--- src/asf_pkg.sv ---
// Overview of operation
// - The flag register can be the destination of any instruction like any other data register.
// - When the destination instruction itself affects a flag, the data write to the five flags is dropped.
// - A clear aimed at the flag register zeroes bits 7 to 5 and sets zero, other flags unchanged.
// - Bit clear, bit set, nibble swap and moves touch no flag, so their writes land on all five flag bits.
// - Bits 7 to 5 are unimplemented: writes are ignored and they read back as zero.
// - The negative flag in bit 4 copies the most significant bit of the ALU result.
// - The signed wrap flag in bit 3 is set when a signed operation overflows into the sign bit.
// - The zero flag in bit 2 is set when an arithmetic or logic result is zero, cleared otherwise.
// - For add and subtract the half out flag in bit 1 is the carry out of result bit 3.
// - For add and subtract the carry flag in bit 0 is the carry out of the result MSB.
// - Subtract adds the two's complement of the second operand, so carry and half act as not-borrow.
// - Rotates through carry load the half out flag from source bit 3 (left) or bit 4 (right) by direction.
// - Rotates through carry load the carry flag from the source MSB or LSB by direction.
package asf_pkg;

  localparam int          DATA_W      = 8;
  localparam int          FLAG_W      = 5;
  localparam int          NEG_POS     = 4;
  localparam int          WRAP_POS    = 3;
  localparam int          ZERO_POS    = 2;
  localparam int          HALF_POS    = 1;
  localparam int          CARRY_POS   = 0;
  localparam logic [2:0]  UNIMPL_READ = 3'h0;
  localparam logic [31:0] FLAGS_OFFSET = 32'h0000_0000;
  localparam logic [1:0]  RESP_OKAY   = 2'h0;
  localparam logic [1:0]  RESP_SLVERR = 2'h2;
  localparam logic [7:0]  RESULT_RESET = 8'h00;

  typedef enum logic [3:0] {
    OP_ADD, OP_SUB, OP_AND, OP_IOR, OP_XOR, OP_CLR,
    OP_MOV, OP_BCLR, OP_BSET, OP_SWAP, OP_RLC, OP_RRC
  } asf_op_t;

  // field order matches bit 4 down to bit 0
  typedef struct packed {
    logic neg;
    logic wrap;
    logic zero;
    logic half;
    logic carry;
  } asf_flags_t;

  // b[2:0] is the bit index for bit clear and bit set
  typedef struct packed {
    asf_op_t    op;
    logic [7:0] a;
    logic [7:0] b;
    logic       dest_flags;
  } asf_exec_t;

endpackage : asf_pkg

--- src/alu_status_flags.sv ---
`timescale 1ns/1ps

module alu_status_flags (
  input  wire logic         aclk,
  input  wire logic         aresetn,
  input  wire logic         exec_valid,
  input  asf_pkg::asf_exec_t exec_req,
  output logic [7:0]        exec_result,
  output logic [7:0]        flags_view,
  input  wire logic         s_axi_awvalid,
  output logic              s_axi_awready,
  input  wire logic [31:0]  s_axi_awaddr,
  input  wire logic [2:0]   s_axi_awprot,
  input  wire logic         s_axi_wvalid,
  output logic              s_axi_wready,
  input  wire logic [31:0]  s_axi_wdata,
  input  wire logic [3:0]   s_axi_wstrb,
  output logic              s_axi_bvalid,
  input  wire logic         s_axi_bready,
  output logic [1:0]        s_axi_bresp,
  input  wire logic         s_axi_arvalid,
  output logic              s_axi_arready,
  input  wire logic [31:0]  s_axi_araddr,
  input  wire logic [2:0]   s_axi_arprot,
  output logic              s_axi_rvalid,
  input  wire logic         s_axi_rready,
  output logic [31:0]       s_axi_rdata,
  output logic [1:0]        s_axi_rresp
);

  // ****************************************
  // datapath
  // ****************************************

  logic [7:0]          alu_result;
  asf_pkg::asf_flags_t calc;
  asf_pkg::asf_flags_t affect;
  logic [4:0]          flag_q;
  logic                sw_wr;
  logic [4:0]          sw_data;

  asf_alu_core u_alu (
    .req      (exec_req),
    .carry_in (flag_q[asf_pkg::CARRY_POS]),
    .result   (alu_result),
    .calc     (calc),
    .affect   (affect)
  );

  // ****************************************
  // register bus
  // ****************************************

  // prot is accepted but plays no part: one register, no privilege split
  asf_axil_slave u_bus (
    .aclk    (aclk),
    .aresetn (aresetn),
    .awvalid (s_axi_awvalid),
    .awready (s_axi_awready),
    .awaddr  (s_axi_awaddr),
    .wvalid  (s_axi_wvalid),
    .wready  (s_axi_wready),
    .wdata   (s_axi_wdata),
    .wstrb   (s_axi_wstrb),
    .bvalid  (s_axi_bvalid),
    .bready  (s_axi_bready),
    .bresp   (s_axi_bresp),
    .arvalid (s_axi_arvalid),
    .arready (s_axi_arready),
    .araddr  (s_axi_araddr),
    .rvalid  (s_axi_rvalid),
    .rready  (s_axi_rready),
    .rdata   (s_axi_rdata),
    .rresp   (s_axi_rresp),
    .sw_wr   (sw_wr),
    .sw_data (sw_data),
    .rd_view (flags_view)
  );

  // ****************************************
  // flag register
  // ****************************************

  // upper three bits are not stored
  assign flags_view = {asf_pkg::UNIMPL_READ, flag_q};

  // no reset on the flags: they power up unknown, software must seed them
  // an instruction and a bus write in the same cycle: the instruction wins
  genvar gi;
  generate
    for (gi = 0; gi < asf_pkg::FLAG_W; gi++)
    begin : g_flag
      always_ff @(posedge aclk)
      begin
        // an affected flag takes the ALU value
        if (exec_valid && affect[gi])
          flag_q[gi] <= calc[gi];
        // plain destination write
        // an op that sets any flag blocks the data write on all five
        else if (exec_valid && exec_req.dest_flags && affect == 5'h00)
          flag_q[gi] <= alu_result[gi];
        else if (sw_wr && !exec_valid)
          flag_q[gi] <= sw_data[gi];
      end
    end
  endgenerate

  always_ff @(posedge aclk)
  begin
    if (!aresetn)
      exec_result <= asf_pkg::RESULT_RESET;
    else if (exec_valid)
      exec_result <= alu_result;
  end

  // ****************************************
  // checking helpers
  // ****************************************

  logic       flags_loaded;
  logic [8:0] ref_add;
  logic [4:0] ref_nib;
  logic       ref_wrap;
  logic       ref_ge;
  logic       ref_nib_ge;
  logic [7:0] ref_a;
  logic       is_logic;
  logic       is_plain;
  logic [7:0] ref_diff;
  logic       ref_sub_wrap;
  logic [4:0] hold_mask;

  // flags are only trusted once a bus write or a plain destination write has loaded all five bits
  always_ff @(posedge aclk)
  begin
    if (!aresetn)
      flags_loaded <= 1'b0;
    else if ((sw_wr && !exec_valid) || (exec_valid && exec_req.dest_flags && affect == 5'h00))
      flags_loaded <= 1'b1;
  end

  always_comb
  begin
    ref_a      = exec_req.a;
    ref_add    = {1'b0, exec_req.a} + {1'b0, exec_req.b};
    ref_nib    = {1'b0, exec_req.a[3:0]} + {1'b0, exec_req.b[3:0]};
    ref_wrap   = (exec_req.a[7] == exec_req.b[7]) && (ref_add[7] != exec_req.a[7]);
    ref_ge     = (exec_req.a >= exec_req.b);
    ref_nib_ge = (exec_req.a[3:0] >= exec_req.b[3:0]);
    ref_diff     = exec_req.a - exec_req.b;
    ref_sub_wrap = (exec_req.a[7] != exec_req.b[7]) && (ref_diff[7] != exec_req.a[7]);
    hold_mask    = ~affect;
    is_logic   = exec_req.op inside {asf_pkg::OP_ADD, asf_pkg::OP_SUB, asf_pkg::OP_AND,
                                     asf_pkg::OP_IOR, asf_pkg::OP_XOR};
    is_plain   = exec_req.op inside {asf_pkg::OP_MOV, asf_pkg::OP_BCLR, asf_pkg::OP_BSET,
                                     asf_pkg::OP_SWAP};
  end
endmodule : alu_status_flags

--- src/asf_alu_core.sv ---
`timescale 1ns/1ps

module asf_alu_core (
  input  asf_pkg::asf_exec_t  req,
  input  wire logic           carry_in,
  output logic [7:0]          result,
  output asf_pkg::asf_flags_t calc,
  output asf_pkg::asf_flags_t affect
);

  logic [7:0] opnd;
  logic       cin;
  logic [8:0] sum;
  logic [4:0] nib;

  always_comb
  begin
    cin  = (req.op == asf_pkg::OP_SUB);
    opnd = cin ? ~req.b : req.b;
    sum  = {1'b0, req.a} + {1'b0, opnd} + {8'h00, cin};
    nib  = {1'b0, req.a[3:0]} + {1'b0, opnd[3:0]} + {4'h0, cin};
  end

  always_comb
  begin
    result = req.a;
    calc   = '0;
    affect = '0;
    case (req.op)
      asf_pkg::OP_ADD, asf_pkg::OP_SUB:
      begin
        result = sum[7:0];
        affect = 5'h1F;
        calc.carry = sum[8];
        calc.half = nib[4];
        calc.wrap = (req.a[7] == opnd[7]) && (sum[7] != req.a[7]);
      end
      asf_pkg::OP_AND: begin result = req.a & req.b; affect = 5'h14; end
      asf_pkg::OP_IOR: begin result = req.a | req.b; affect = 5'h14; end
      asf_pkg::OP_XOR: begin result = req.a ^ req.b; affect = 5'h14; end
      asf_pkg::OP_CLR: begin result = 8'h00; affect = 5'h04; end
      asf_pkg::OP_MOV:  result = req.a;
      asf_pkg::OP_BCLR: result = req.a & ~(8'h01 << req.b[2:0]);
      asf_pkg::OP_BSET: result = req.a | (8'h01 << req.b[2:0]);
      asf_pkg::OP_SWAP: result = {req.a[3:0], req.a[7:4]};
      asf_pkg::OP_RLC:
      begin
        result     = {req.a[6:0], carry_in};
        calc.carry = req.a[7];
        calc.half  = req.a[3];
        affect     = 5'h17;
      end
      asf_pkg::OP_RRC:
      begin
        result     = {carry_in, req.a[7:1]};
        calc.carry = req.a[0];
        calc.half  = req.a[4];
        affect     = 5'h17;
      end
      default: result = req.a;
    endcase
    calc.neg = result[7];
    calc.zero = (result == 8'h00);
  end

endmodule : asf_alu_core

--- src/asf_axil_slave.sv ---
`timescale 1ns/1ps

module asf_axil_slave (
  input  wire logic        aclk,
  input  wire logic        aresetn,
  input  wire logic        awvalid,
  output logic             awready,
  input  wire logic [31:0] awaddr,
  input  wire logic        wvalid,
  output logic             wready,
  input  wire logic [31:0] wdata,
  input  wire logic [3:0]  wstrb,
  output logic             bvalid,
  input  wire logic        bready,
  output logic [1:0]       bresp,
  input  wire logic        arvalid,
  output logic             arready,
  input  wire logic [31:0] araddr,
  output logic             rvalid,
  input  wire logic        rready,
  output logic [31:0]      rdata,
  output logic [1:0]       rresp,
  output logic             sw_wr,
  output logic [4:0]       sw_data,
  input  wire logic [7:0]  rd_view
);

  logic        aw_held;
  logic        w_held;
  logic [31:0] aw_addr;
  logic        commit;
  logic        aw_hit;
  logic        wstrb_q0;

  assign awready = !aw_held;
  assign wready  = !w_held;
  assign arready = !rvalid;
  assign commit  = aw_held && w_held && !bvalid;
  assign aw_hit  = (aw_addr == asf_pkg::FLAGS_OFFSET);
  // only the five flag bits are stored
  assign sw_wr   = commit && aw_hit && wstrb_q0;

  always_ff @(posedge aclk)
  begin
    if (!aresetn)
    begin
      aw_held  <= 1'b0;
      w_held   <= 1'b0;
      aw_addr  <= 32'h0000_0000;
      sw_data  <= 5'h00;
      wstrb_q0 <= 1'b0;
      bvalid   <= 1'b0;
      bresp    <= asf_pkg::RESP_OKAY;
    end
    else
    begin
      if (awvalid && awready)
      begin
        aw_held <= 1'b1;
        aw_addr <= awaddr;
      end
      if (wvalid && wready)
      begin
        w_held   <= 1'b1;
        sw_data  <= wdata[4:0];
        wstrb_q0 <= wstrb[0];
      end
      if (commit)
      begin
        aw_held <= 1'b0;
        w_held  <= 1'b0;
        bvalid  <= 1'b1;
        bresp   <= aw_hit ? asf_pkg::RESP_OKAY : asf_pkg::RESP_SLVERR;
      end
      else if (bvalid && bready)
        bvalid <= 1'b0;
    end
  end

  always_ff @(posedge aclk)
  begin
    if (!aresetn)
    begin
      rvalid <= 1'b0;
      rdata  <= 32'h0000_0000;
      rresp  <= asf_pkg::RESP_OKAY;
    end
    else if (arvalid && arready)
    begin
      rvalid <= 1'b1;
      rdata  <= (araddr == asf_pkg::FLAGS_OFFSET) ? {24'h00_0000, rd_view} : 32'h0000_0000;
      rresp  <= (araddr == asf_pkg::FLAGS_OFFSET) ? asf_pkg::RESP_OKAY : asf_pkg::RESP_SLVERR;
    end
    else if (rvalid && rready)
      rvalid <= 1'b0;
  end

endmodule : asf_axil_slave

--- config.mk ---
export PLATFORM = sky130hd
export DESIGN_NAME = alu_status_flags
export DESIGN_NICKNAME = d
export VERILOG_FILES = /design/src/asf_pkg.sv /design/src/alu_status_flags.sv /design/src/asf_alu_core.sv /design/src/asf_axil_slave.sv
export SDC_FILE = /design/constraint.sdc
export NUM_CORES = 1
export LEC_CHECK = 0
export BUFFER_PORTS_ARGS = -buffer_cell sky130_fd_sc_hd__buf_4
export CAP_MARGIN = 20
export CORE_ASPECT_RATIO = 0.6
export CORE_UTILIZATION = 30
export CTS_BUF_LIST = sky130_fd_sc_hd__clkbuf_8 sky130_fd_sc_hd__clkbuf_16
export CTS_CLUSTER_SIZE = 20
export DETAILED_ROUTE_END_ITERATION = 12
export PLACE_DENSITY = 0.6
export SETUP_SLACK_MARGIN = 0.05
export SYNTH_ARGS = -nofsm -noshare
export SYNTH_HDL_FRONTEND = slang
export SYNTH_HIERARCHICAL = 1
export SYNTH_SLANG_ARGS = --single-unit
--- constraint.sdc ---
create_clock -name aclk -period 4.85 [get_ports aclk]
set_input_delay 1.2125 -clock aclk [delete_from_list [all_inputs] [get_ports aclk]]
set_output_delay 1.2125 -clock aclk [all_outputs]
set_load 0.05 [all_outputs]
### After elaboration in Yosys (flattened, before gate mapping)

Cells that the tools add are included.

| word-level totals | value |
|---|---|
| flip-flop bits (word level) | 91 |
| bits in latches | 0 |
| bits in writable memories | 0 |
| memory bits (read-only) | 0 |
| input port bits | 135 |
| logic and storage cells | 107 |
| memories | 0 |

| cells by class | value |
|---|---|
| add/subtract/negate cells | 4 |
| multiply operators | 0 |
| div/mod/pow operators | 0 |
| order comparisons | 0 |
| equality and inequality tests | 12 |
| shift-type cells | 1 |
| muxes and demuxes | 27 |
| bitwise operators | 8 |
| reduce and logical (&&, ||, !) cells | 39 |

Operators by type and width:

| operator | number |
|---|---|
| $pmux W8 S10 | 1 |
| $logic_not A32 Y1 | 2 |
| $mux W1 | 20 |
| $pmux W5 S4 | 1 |
| $logic_and A1 B1 Y1 | 18 |
| $and A8 B8 Y8 | 2 |
| $eq A4 B4 Y1 const B | 4 |
| $not A8 Y8 | 2 |
| $or A8 B8 Y8 | 2 |
| $reduce_bool A3 Y1 | 5 |
| $eq A4 B3 Y1 const B | 3 |
| $add A8 B8 Y9 | 1 |
| $add A9 B1 Y9 | 1 |
| $eq A4 B2 Y1 const B | 2 |
| $logic_not A8 Y1 | 1 |
| $mux W8 | 1 |
| $shl A1 B3 Y8 const A | 1 |
| $xor A8 B8 Y8 | 1 |
| $pmux W2 S3 | 1 |
| $reduce_or A2 Y1 | 3 |
| $add A4 B4 Y5 | 1 |
| $add A5 B1 Y5 | 1 |
| $logic_not A1 Y1 | 5 |
| $logic_not A5 Y1 | 1 |
| other kinds (9) | 11 |

### Logic depth before layout (Yosys ltp)

Gate-level depths: netlist (run 1).

| depth | value |
|---|---|
| depth in word-level cells | 8 |
| depth in mapped cells | 16 |
| depth with buffers taken out | 14 |

### Modules after synthesis

The synthesis (run 1) kept the hierarchy.

By module, submodules not included:

| module | times used | cells an instance | area an instance (sq um) | seq. area each (sq um) |
|---|---|---|---|---|
| asf_axil_slave | 1 | 265 | 2311.0 | 1041.0 |
| asf_alu_core | 1 | 238 | 1527.7 | 0.0 |
| alu_status_flags | 1 | 83 | 743.2 | 310.3 |

### Least setup slack after synthesis (run 1)

OpenSTA, ideal clock, no wires.

| path | value |
|---|---|
| path kind | input-to-reg |
| start point | in exec_req[17] (netlist bit) |
| end point | reg flag_q[2], in the netlist flags_view[2] (data pin) |
| data arrival time | 4.073 ns |
| data required time | 4.670 ns |
| slack | 0.597 ns |
| stages on the path | 14 |
| path buffers | 2 |
| cell sequence | buf_4 -> or4b_1 -> buf_6 -> xnor2_1 -> inv_1 -> fa_1 -> o32ai_1 -> a2111oi_1 -> o21ai_0 -> a2111oi_0 -> nor4bb_1 -> nand3_1 -> o21a_1 -> o311ai_1 |

RTL lines:

| item | RTL line | text |
|---|---|---|
| start: declaration | alu_status_flags.sv:7 | `input asf_pkg::asf_exec_t exec_req,` |
| end signal: indexed assignment | alu_status_flags.sv:97 | `flag_q[gi] <= calc[gi];` |
| end signal: indexed assignment | alu_status_flags.sv:101 | `flag_q[gi] <= alu_result[gi];` |
| end signal: indexed assignment | alu_status_flags.sv:103 | `flag_q[gi] <= sw_data[gi];` |
| end: declaration | alu_status_flags.sv:38 | `logic [4:0] flag_q;` |

==> summary.md, run 1 <==
| Metric | Value |
|---|---|
| Status | finished clean |
| Hold buffers post-CTS | 0 |
| HPWL after detailed placement | around 12000 microns |
| Share of the synthesized area in compound gates (AO/OA/AOI/OAI) | 0.256 |
| Slew HR | 0.360 |
| Share of final-layout standard cells stronger than drive strength 1 | 0.238 |
| Type of the tightest min-delay check | reg2reg |
| Post-Route Skew | approximately 4.8 ps |
| Total iterations of the first detailed-routing run | 5 |
| Category of the most critical setup path | in2reg |
| Proportion of synthesized area in mux cells | 0.0309 |
| Top area cells in the synthesized netlist | dfxtp_1 (26%), nand2_1 (8.2%), buf_4 (5.4%) |
| Top flip-flop cell by instance count after synthesis | dfxtp_1 |
| Largest fanout on the critical path | 3 |
| Overall die width | 162 microns |
| Async set-reset flop share out of synthesis | 0 |
| Unrepaired setup endpoints after global routing | false |
| Final period util | 0.929 |
| Leakage | 2.48 nW |
| Post-DR wirelength/cell | 16.8 microns |
| # Post-CTS Setup Buffers | 0 |
| CTS Root Buffer Type | clkbuf_16 |
| Total die area | 15800 sq um |
| Flip-flop and latch count after synthesis | 65 |
| Count of cells resized by post-cts repair | 0 |
| Hold-critical path depth | 2 |
| Maximum count of clock buffers along a single path | 2 |
| I/O pin total | between 150 and 200 |
| CTS sink cnt | 65 |
| R2R setup slack | 2510 ps |
| Fin. Hold Viols | 0 |
| Warnings from Yosys | 6 |
| Effective utilization at floorplan | 0.311 |
| Post-synthesis share of cell area spent on xor and xnor gates | 0.0344 |
| Port Buffer Count | 126 |
| Cell depth of the worst flop-to-flop path | 10 |
| Minimum clock period | 4500 ps |
| Post-synthesis instance total | about 590 |
| Largest family of logic cells by synthesized area | compound AO/OA/AOI/OAI gates |
| Delay contributed by the slowest stage of the critical path | 640 ps |
| Number of flops mapped to enable cells by yosys | 5 |
| Chip height | 97.7 microns |
| Antenna violations before repair | 1 |
| Share of synthesized area occupied by flip-flops and latches | 0.295 |
| CTS tree | done |
| Clk slew on worst S/H paths | 50 ps |
| ANT nets after route | 0 |
| Post-Synth Simple-Gate Area | 0.248 |
| Number of global-route vias before repair | 4454 |
| Core area | 14700 sq um |
| Worst Max-Slew Pin Slew | around 950 ps |
| Mean instance size in the synthesized netlist | roughly 7.8 sq um |
| Pin count of the biggest net entering global routing | 68 |
| Mapped Area | 4580 sq um |
| Site Rows | 34 |
| Number of buffers added by the clock tree synthesis step | 9 |
| Switch share | 0.311 |
| Share of the synthesized area in the top cell type | 0.262 |
| Fraction of power consumed by combinational cells | 0.281 |
| Net count reported at finish | 843 |
| Ordered cell list for the critical path | buf_4 -> or4b_1 -> xnor2_1 -> inv_1 -> fa_1 -> nor2b_1 -> nor3_1 -> o21ai_0 -> xnor2_1 -> o21ai_0 -> a2111oi_0 -> nor4bb_1 -> nand3_1 -> o21a_1 -> o311ai_1 |
| Diodes inserted | 0 |
| Wire length of the first global-routing pass | 23700 microns |
| Endpoint required time on the critical path | around 5000 ps |
| Ratio of total power to cell area | 298 nW/um^2 |
| Detailed-route DRC error count | 0 |
| Critical Path AT | 4640 ps |
| Routability cong. | 0.915 |
| Distinct cell type count of the synthesized netlist | 73 |
| Number of max-cap violations | 0 |
| Critical Path Start Type | input pin |
| Clock network power share | 0.381 |
| Level count of the clock H-tree | 3 |
| Vias per Instance | 5.19 |
| Total placed instance area | 5590 sq um |
| Clock network latency to the later pin of the worst-skew pair | ~330 ps |
| Net switching power figure | 0.548 mW |
| Library cell contributing the largest single delay on the critical path | or4b_1 |
| Initial detailed-routing violation count | 567 |
| Overflow after GRT | 0 |
| Total of endpoints with negative setup slack in the final report | 0 |
| Count of vias placed by the detailed router | 4670 |
| Cell taking the most area after synthesis | dfxtp_1 |
| Fin area | 5910 sq um |
| Worst IR drop on VDD | 0.195 mV |
| Final slew viol count | 0 |
| Final setup TNS | 0 ps |
| Endpoint type of the worst setup path | flop |
| Final core utilization | 0.402 |
| WL final | 15100 microns |
| Adder-cell area share of the yosys netlist | 0.0289 |
| Layout-stage area growth over the synthesis result | 29.0% |
| Leading post-synthesis cells by instance count | nand2_1 (100), dfxtp_1 (60), a21oi_1 (36), buf_4 (33), a21boi_0 (31) |
| Most instantiated library cell after synthesis | nand2_1 |
| Upper clock frequency limit | 222 MHz |
| Part of the power in registers | 0.338 |
| Internal portion of total power | 1.22 mW |
| GRT Total Usage | 0.192 |
==> cell families (layout without fill, tap and decap cells) <==
group,count (synthesis),in the layout
and+or+nand+nor,227,227
DFF,65,65
muxes,14,14
xor gates and xnor gates,18,18
buffers and inverters,88,174
adders and majority gates,10,10
other,2,32
AOI/OAI and AO/OA,162,162
==> metrics by stage <==
step / total power [mW] / setup WS (ps) / cells / hold slack, ps
floorplan: 0.937 / 597 / 616 / 435
global placement: 1.09 / 135 / 883 / 445
detailed placement: 1.09 / 35.8 / 884 / 450
CTS: 1.77 / 378 / 899 / 458
global route: 1.85 / 83.9 / 900 / 476
finish: 1.76 / 346 / 900 / 456
==> path summary, 6_finish.rpt <==
check | start | end
max | exec_req[18] | flags_view[2]
min | u_bus/aw_addr[19] | u_bus/aw_addr[19]
max reg2reg | flags_view[0] | flags_view[2]
min reg2reg | u_bus/aw_addr[19] | u_bus/aw_addr[19]
==> layout by cell type, fill, tap and decap left out, types with 4 or more instances in the layout <==
cell type  instances
a21boi_1           9
inv_1             20
o311ai_1           5
a21oi_1           36
o22ai_1            4
edfxtp_1           5
nor2_1            29
and3_1             9
nor4_1            13
nor2b_1           21
nand3_1            5
o211ai_1           5
nor3_1            10
dfxtp_1           60
nor4_2             5
a32o_1             9
mux2i_1           13
conb_1            32
ha_1               9
o32ai_1            4
xnor2_1           15
nand4_1            6
a31oi_1            8
nand2_1          100
clkbuf_16          9
buf_4            138
a21boi_0          31
nand2b_1           9
or3_1              5
o21ai_0           16
==> power groups by stage <==
stage | sequential, mW | clock (mW) | combinational (mW)
4_1_cts | 0.596 | 0.688 | 0.488
6_report | 0.596 | 0.672 | 0.495
2_1_floorplan | 0.639 | 0 | 0.299
3_3_place_gp | 0.606 | 0 | 0.481
5_1_grt | 0.601 | 0.712 | 0.534
3_5_place_dp | 0.607 | 0 | 0.487
==> cell type report <==
| class | instances | area [sq um] |
|---|---|---|
| multi-input cells | 463 | 2860 |
| fillers | 1533 | 8810 |
| inverters | 19 | 71.3 |
| clock buffers | 10 | 239 |
| repair buffers | 140 | 1070 |
| clock inverters | 5 | 72.6 |
| flip-flops and latches | 65 | 1350 |
| well taps | 198 | 248 |
==> flip-flops by register name, indices dropped and copies added, names as in the netlist <==
signal and flops:
u_bus/aw_addr 32, flags_view 5, u_bus/w_held 1, u_bus/sw_data 5, u_bus/bresp 1, exec_result 8, u_bus/rresp 1, u_bus/aw_held 1
u_bus/bvalid 1, u_bus/rdata 8, u_bus/wstrb_q0 1, u_bus/rvalid 1
==> critical path, delay by kind of cell <==
kind	cells	cell delay, ps
simple gates	5	1300
compound gates	5	1030
xor+xnor	2	440
fa+ha+maj	1	440
buf+inv	2	200
==> metal layers <==
layer  track usage  vias up  routed length (microns)  share of wire
met5             0        -                        9        0.00059
met4        0.0348        2                      114         0.0075
met3        0.0595       17                     1340          0.089
met2         0.264      193                     6020           0.40
met1         0.288     2186                     7640           0.51
li1              -     2272                        -              -
No activity file was read; power rests on OpenSTA's default activity.
==> run 2, diff against run 1 <==
PLACE_DENSITY = 0.52   (was 0.6)
==> summary.md, run 2 (same netlist as run 1, synthesis figures left out) <==
| Metric | Value |
|---|---|
| Status | finished clean |
| Hold buffers post-CTS | 0 (unchanged) |
| Delay contributed by the slowest stage of the critical path | 630 ps (about the same) |
| Worst IR drop on VDD | 0.160 mV (-18%) |
| Critical Path Most Common Cell | xnor2_1 |
| Fin. Hold Viols | 0 (unchanged) |
| Final period util | 0.919 (-0.00937) |
| Critical Path AT | 4590 ps (-50 ps) |
| Chip height | 97.7 microns (unchanged) |
| Library cell contributing the largest single delay on the critical path | or4b_1 |
| Worst Max-Slew Pin Slew | 873 ps (-79.9 ps) |
| Clock network power share | 0.362 (-0.019) |
| Routability cong. | 0.950 (+3.9%) |
| Layout fillers | 1516 (-1.1%) |
| Fin area | 5890 sq um (-0.38%) |
| Pin count of the biggest net entering global routing | 68 (unchanged) |
| Ratio of total power to cell area | 290 nW/um^2 (-2.8%) |
| Vias per Instance | 5.19 (about the same) |
| Maximum count of clock buffers along a single path | 2 (unchanged) |
| Part of the power in registers | 0.349 (+0.011) |
| CTS sink cnt | 65 (unchanged) |
| HPWL after detailed placement | 11800 microns (+0.96%) |
| Port Buffer Count | 126 (unchanged) |
| Clk slew on worst S/H paths | 50 ps (about the same) |
| Pre-CTS setup slack | 58.4 ps (+22.6 ps) |
| WL final | 15400 microns (+1.6%) |
| Net switching power figure | 0.552 mW (+0.69%) |
| Unrepaired setup endpoints after global routing | false |
| Net count reported at finish | 841 (-0.24%) |
| Final core utilization | 0.400 (-0.00153) |
| Effective utilization at floorplan | 0.311 (unchanged) |
| I/O pin total | 192 (unchanged) |
| Number of buffers added by the clock tree synthesis step | 9 (unchanged) |
| Launching element of the worst setup path | exec_req[18] |
| CTS Root Buffer Type | clkbuf_16 |
| Endpoint type of the worst setup path | flop |
| Type of the tightest min-delay check | reg2reg |
| Share of final-layout standard cells stronger than drive strength 1 | 0.237 (-0.000749) |
| Total iterations of the first detailed-routing run | 5 (unchanged) |
| Number of global-route vias before repair | 4470 (+0.36%) |
| Setup ws final | 391 ps (+45.4 ps) |
| Initial detailed-routing violation count | 338 (-40%) |
| Largest fanout on the critical path | 2 (-1) |
| Startpoint of the lowest-slack hold path | u_bus/aw_addr[19] |
| Flip-flop count of the largest register after layout | 32 (unchanged) |
| Post-Route Skew | 5.74 ps (+0.894 ps) |
| # Post-CTS Setup Buffers | 0 (unchanged) |
| Internal portion of total power | 1.16 mW (-4.9%) |
| Layout-stage area growth over the synthesis result | 28.5% |
| Upper clock frequency limit | 224 MHz (+1.0%) |
| Clock network latency to the later pin of the worst-skew pair | 320 ps (about the same) |
| Switch share | 0.323 (+0.0123) |
| Endpoint required time on the critical path | 4980 ps (about the same) |
| Slew HR | 0.413 (+0.0537) |
| Category of the most critical setup path | in2reg |
| Core area | 14700 sq um (unchanged) |
| Critical Path Start Type | input pin |
| Final slew viol count | 0 (unchanged) |
| Count of vias placed by the detailed router | 4660 (-0.21%) |
| Most frequent standard cell in the layout excluding fill and tap cells | buf_4 |
| Total die area | 15800 sq um (unchanged) |
| Overflow after GRT | 0 (unchanged) |
| Site Rows | 34 (unchanged) |
| Total of endpoints with negative setup slack in the final report | 0 (unchanged) |
| Total placed instance area | 5570 sq um (-0.27%) |
| GRT Total Usage | 0.194 (+0.00209) |
| Largest register by flop count | u_bus/aw_addr |
| Minimum hold slack | 454 ps (-1.66 ps) |
| Overall die width | 162 microns (unchanged) |
| Post-DR wirelength/cell | 17.1 microns (+1.8%) |
| CTS tree | done |
| Diodes inserted | 0 (unchanged) |
| Minimum clock period | 4460 ps (-45.4 ps) |
| Antenna violations before repair | 0 (-1) |
| R2R setup slack | 2560 ps (+50 ps) |
| Final setup TNS | 0 ps (unchanged) |
| Registers with the most flip-flops | u_bus/aw_addr (32), exec_result (8), u_bus/rdata (8) |
| Commonest cells after routing, fill and taps aside | buf_4 (136), nand2_1 (100), dfxtp_1 (60), a21oi_1 (36), conb_1 (32) |
| Detailed-route DRC error count | 0 (unchanged) |
| Ordered cell list for the critical path | buf_4 -> or4b_1 -> xnor2_1 -> inv_1 -> fa_1 -> nor2b_1 -> nor3_1 -> o21ai_1 -> xnor2_1 -> o21ai_0 -> a2111oi_0 -> nor4bb_1 -> nand3_1 -> o21a_1 -> o311ai_1 |
| Count of cells resized by post-cts repair | 0 (unchanged) |
| Fraction of power consumed by combinational cells | 0.289 (+0.008) |
| Leakage | 2.47 nW (-0.51%) |
| Level count of the clock H-tree | 3 (unchanged) |
| Wire length of the first global-routing pass | 23700 microns (unchanged) |
| Reg-to-reg startpoint | flags_view[0] |
| ANT nets after route | 0 (unchanged) |
| Number of max-cap violations | 0 (unchanged) |
[run 2: cell count changes in the layout (fill, tap and decap cells not counted), sizes merged]
| cell | before | now |
|---|---|---|
| buf | 140 | 138 |
| bufinv | 2 | 0 |
| clkbuf | 10 | 12 |
| clkinv | 1 | 2 |
| inv | 21 | 20 |
[run 2: area by class of cell]
type | instances | area (sq um) | area share
well taps | 198 | 248 | 0.0421
clock inverters | 3 | 13.8 | 0.00234
repair buffers | 138 | 1060 | 0.181
multi-input cells | 463 | 2860 | 0.486
clock buffers | 12 | 278 | 0.0472
flip-flops and latches | 65 | 1350 | 0.229
inverters | 19 | 71.3 | 0.0121
[run 2: power by group through the flow]
stage | Sequential, mW | Combinational, mW | Clock, mW
floorplan | 0.639 | 0.299 | 0
global placement | 0.606 | 0.480 | 0
detailed placement | 0.607 | 0.484 | 0
CTS | 0.596 | 0.486 | 0.635
global route | 0.600 | 0.533 | 0.659
finish | 0.596 | 0.494 | 0.617
[run 2: worst max-delay path: cells and delay by family]
kind	cells	cell delay, ps
adder cells (fa/ha/maj)	1	430
AO/OA/AOI/OAI	5	990
AND/OR/NAND/NOR	5	1300
buffers and inverters	2	210
XOR/XNOR	2	440
[run 2: final timing paths]
path                       end  cells after the start
min          u_bus/aw_addr[19]                      2
max reg2reg      flags_view[2]                     10
max              flags_view[2]                     15
min reg2reg  u_bus/aw_addr[19]                      2
[run 2: through the flow]
stage	std cells	power, mW
final	898	1.71
after global routing	898	1.79
after CTS	897	1.72
after detailed placement	882	1.09
after global placement	881	1.09
after floorplan	616	0.937
[run 2: routing by layer]
metal | part of all wire | wire length (microns) | up-vias | global-route usage
met2 | 0.40 | 6200 | 194 | 0.272
met3 | 0.089 | 1360 | 7 | 0.0552
met4 | 0.0047 | 72 | 0 | 0.0334
li1 | - | - | 2260 | -
met5 | 0 | 0 | - | 0
met1 | 0.50 | 7730 | 2199 | 0.291
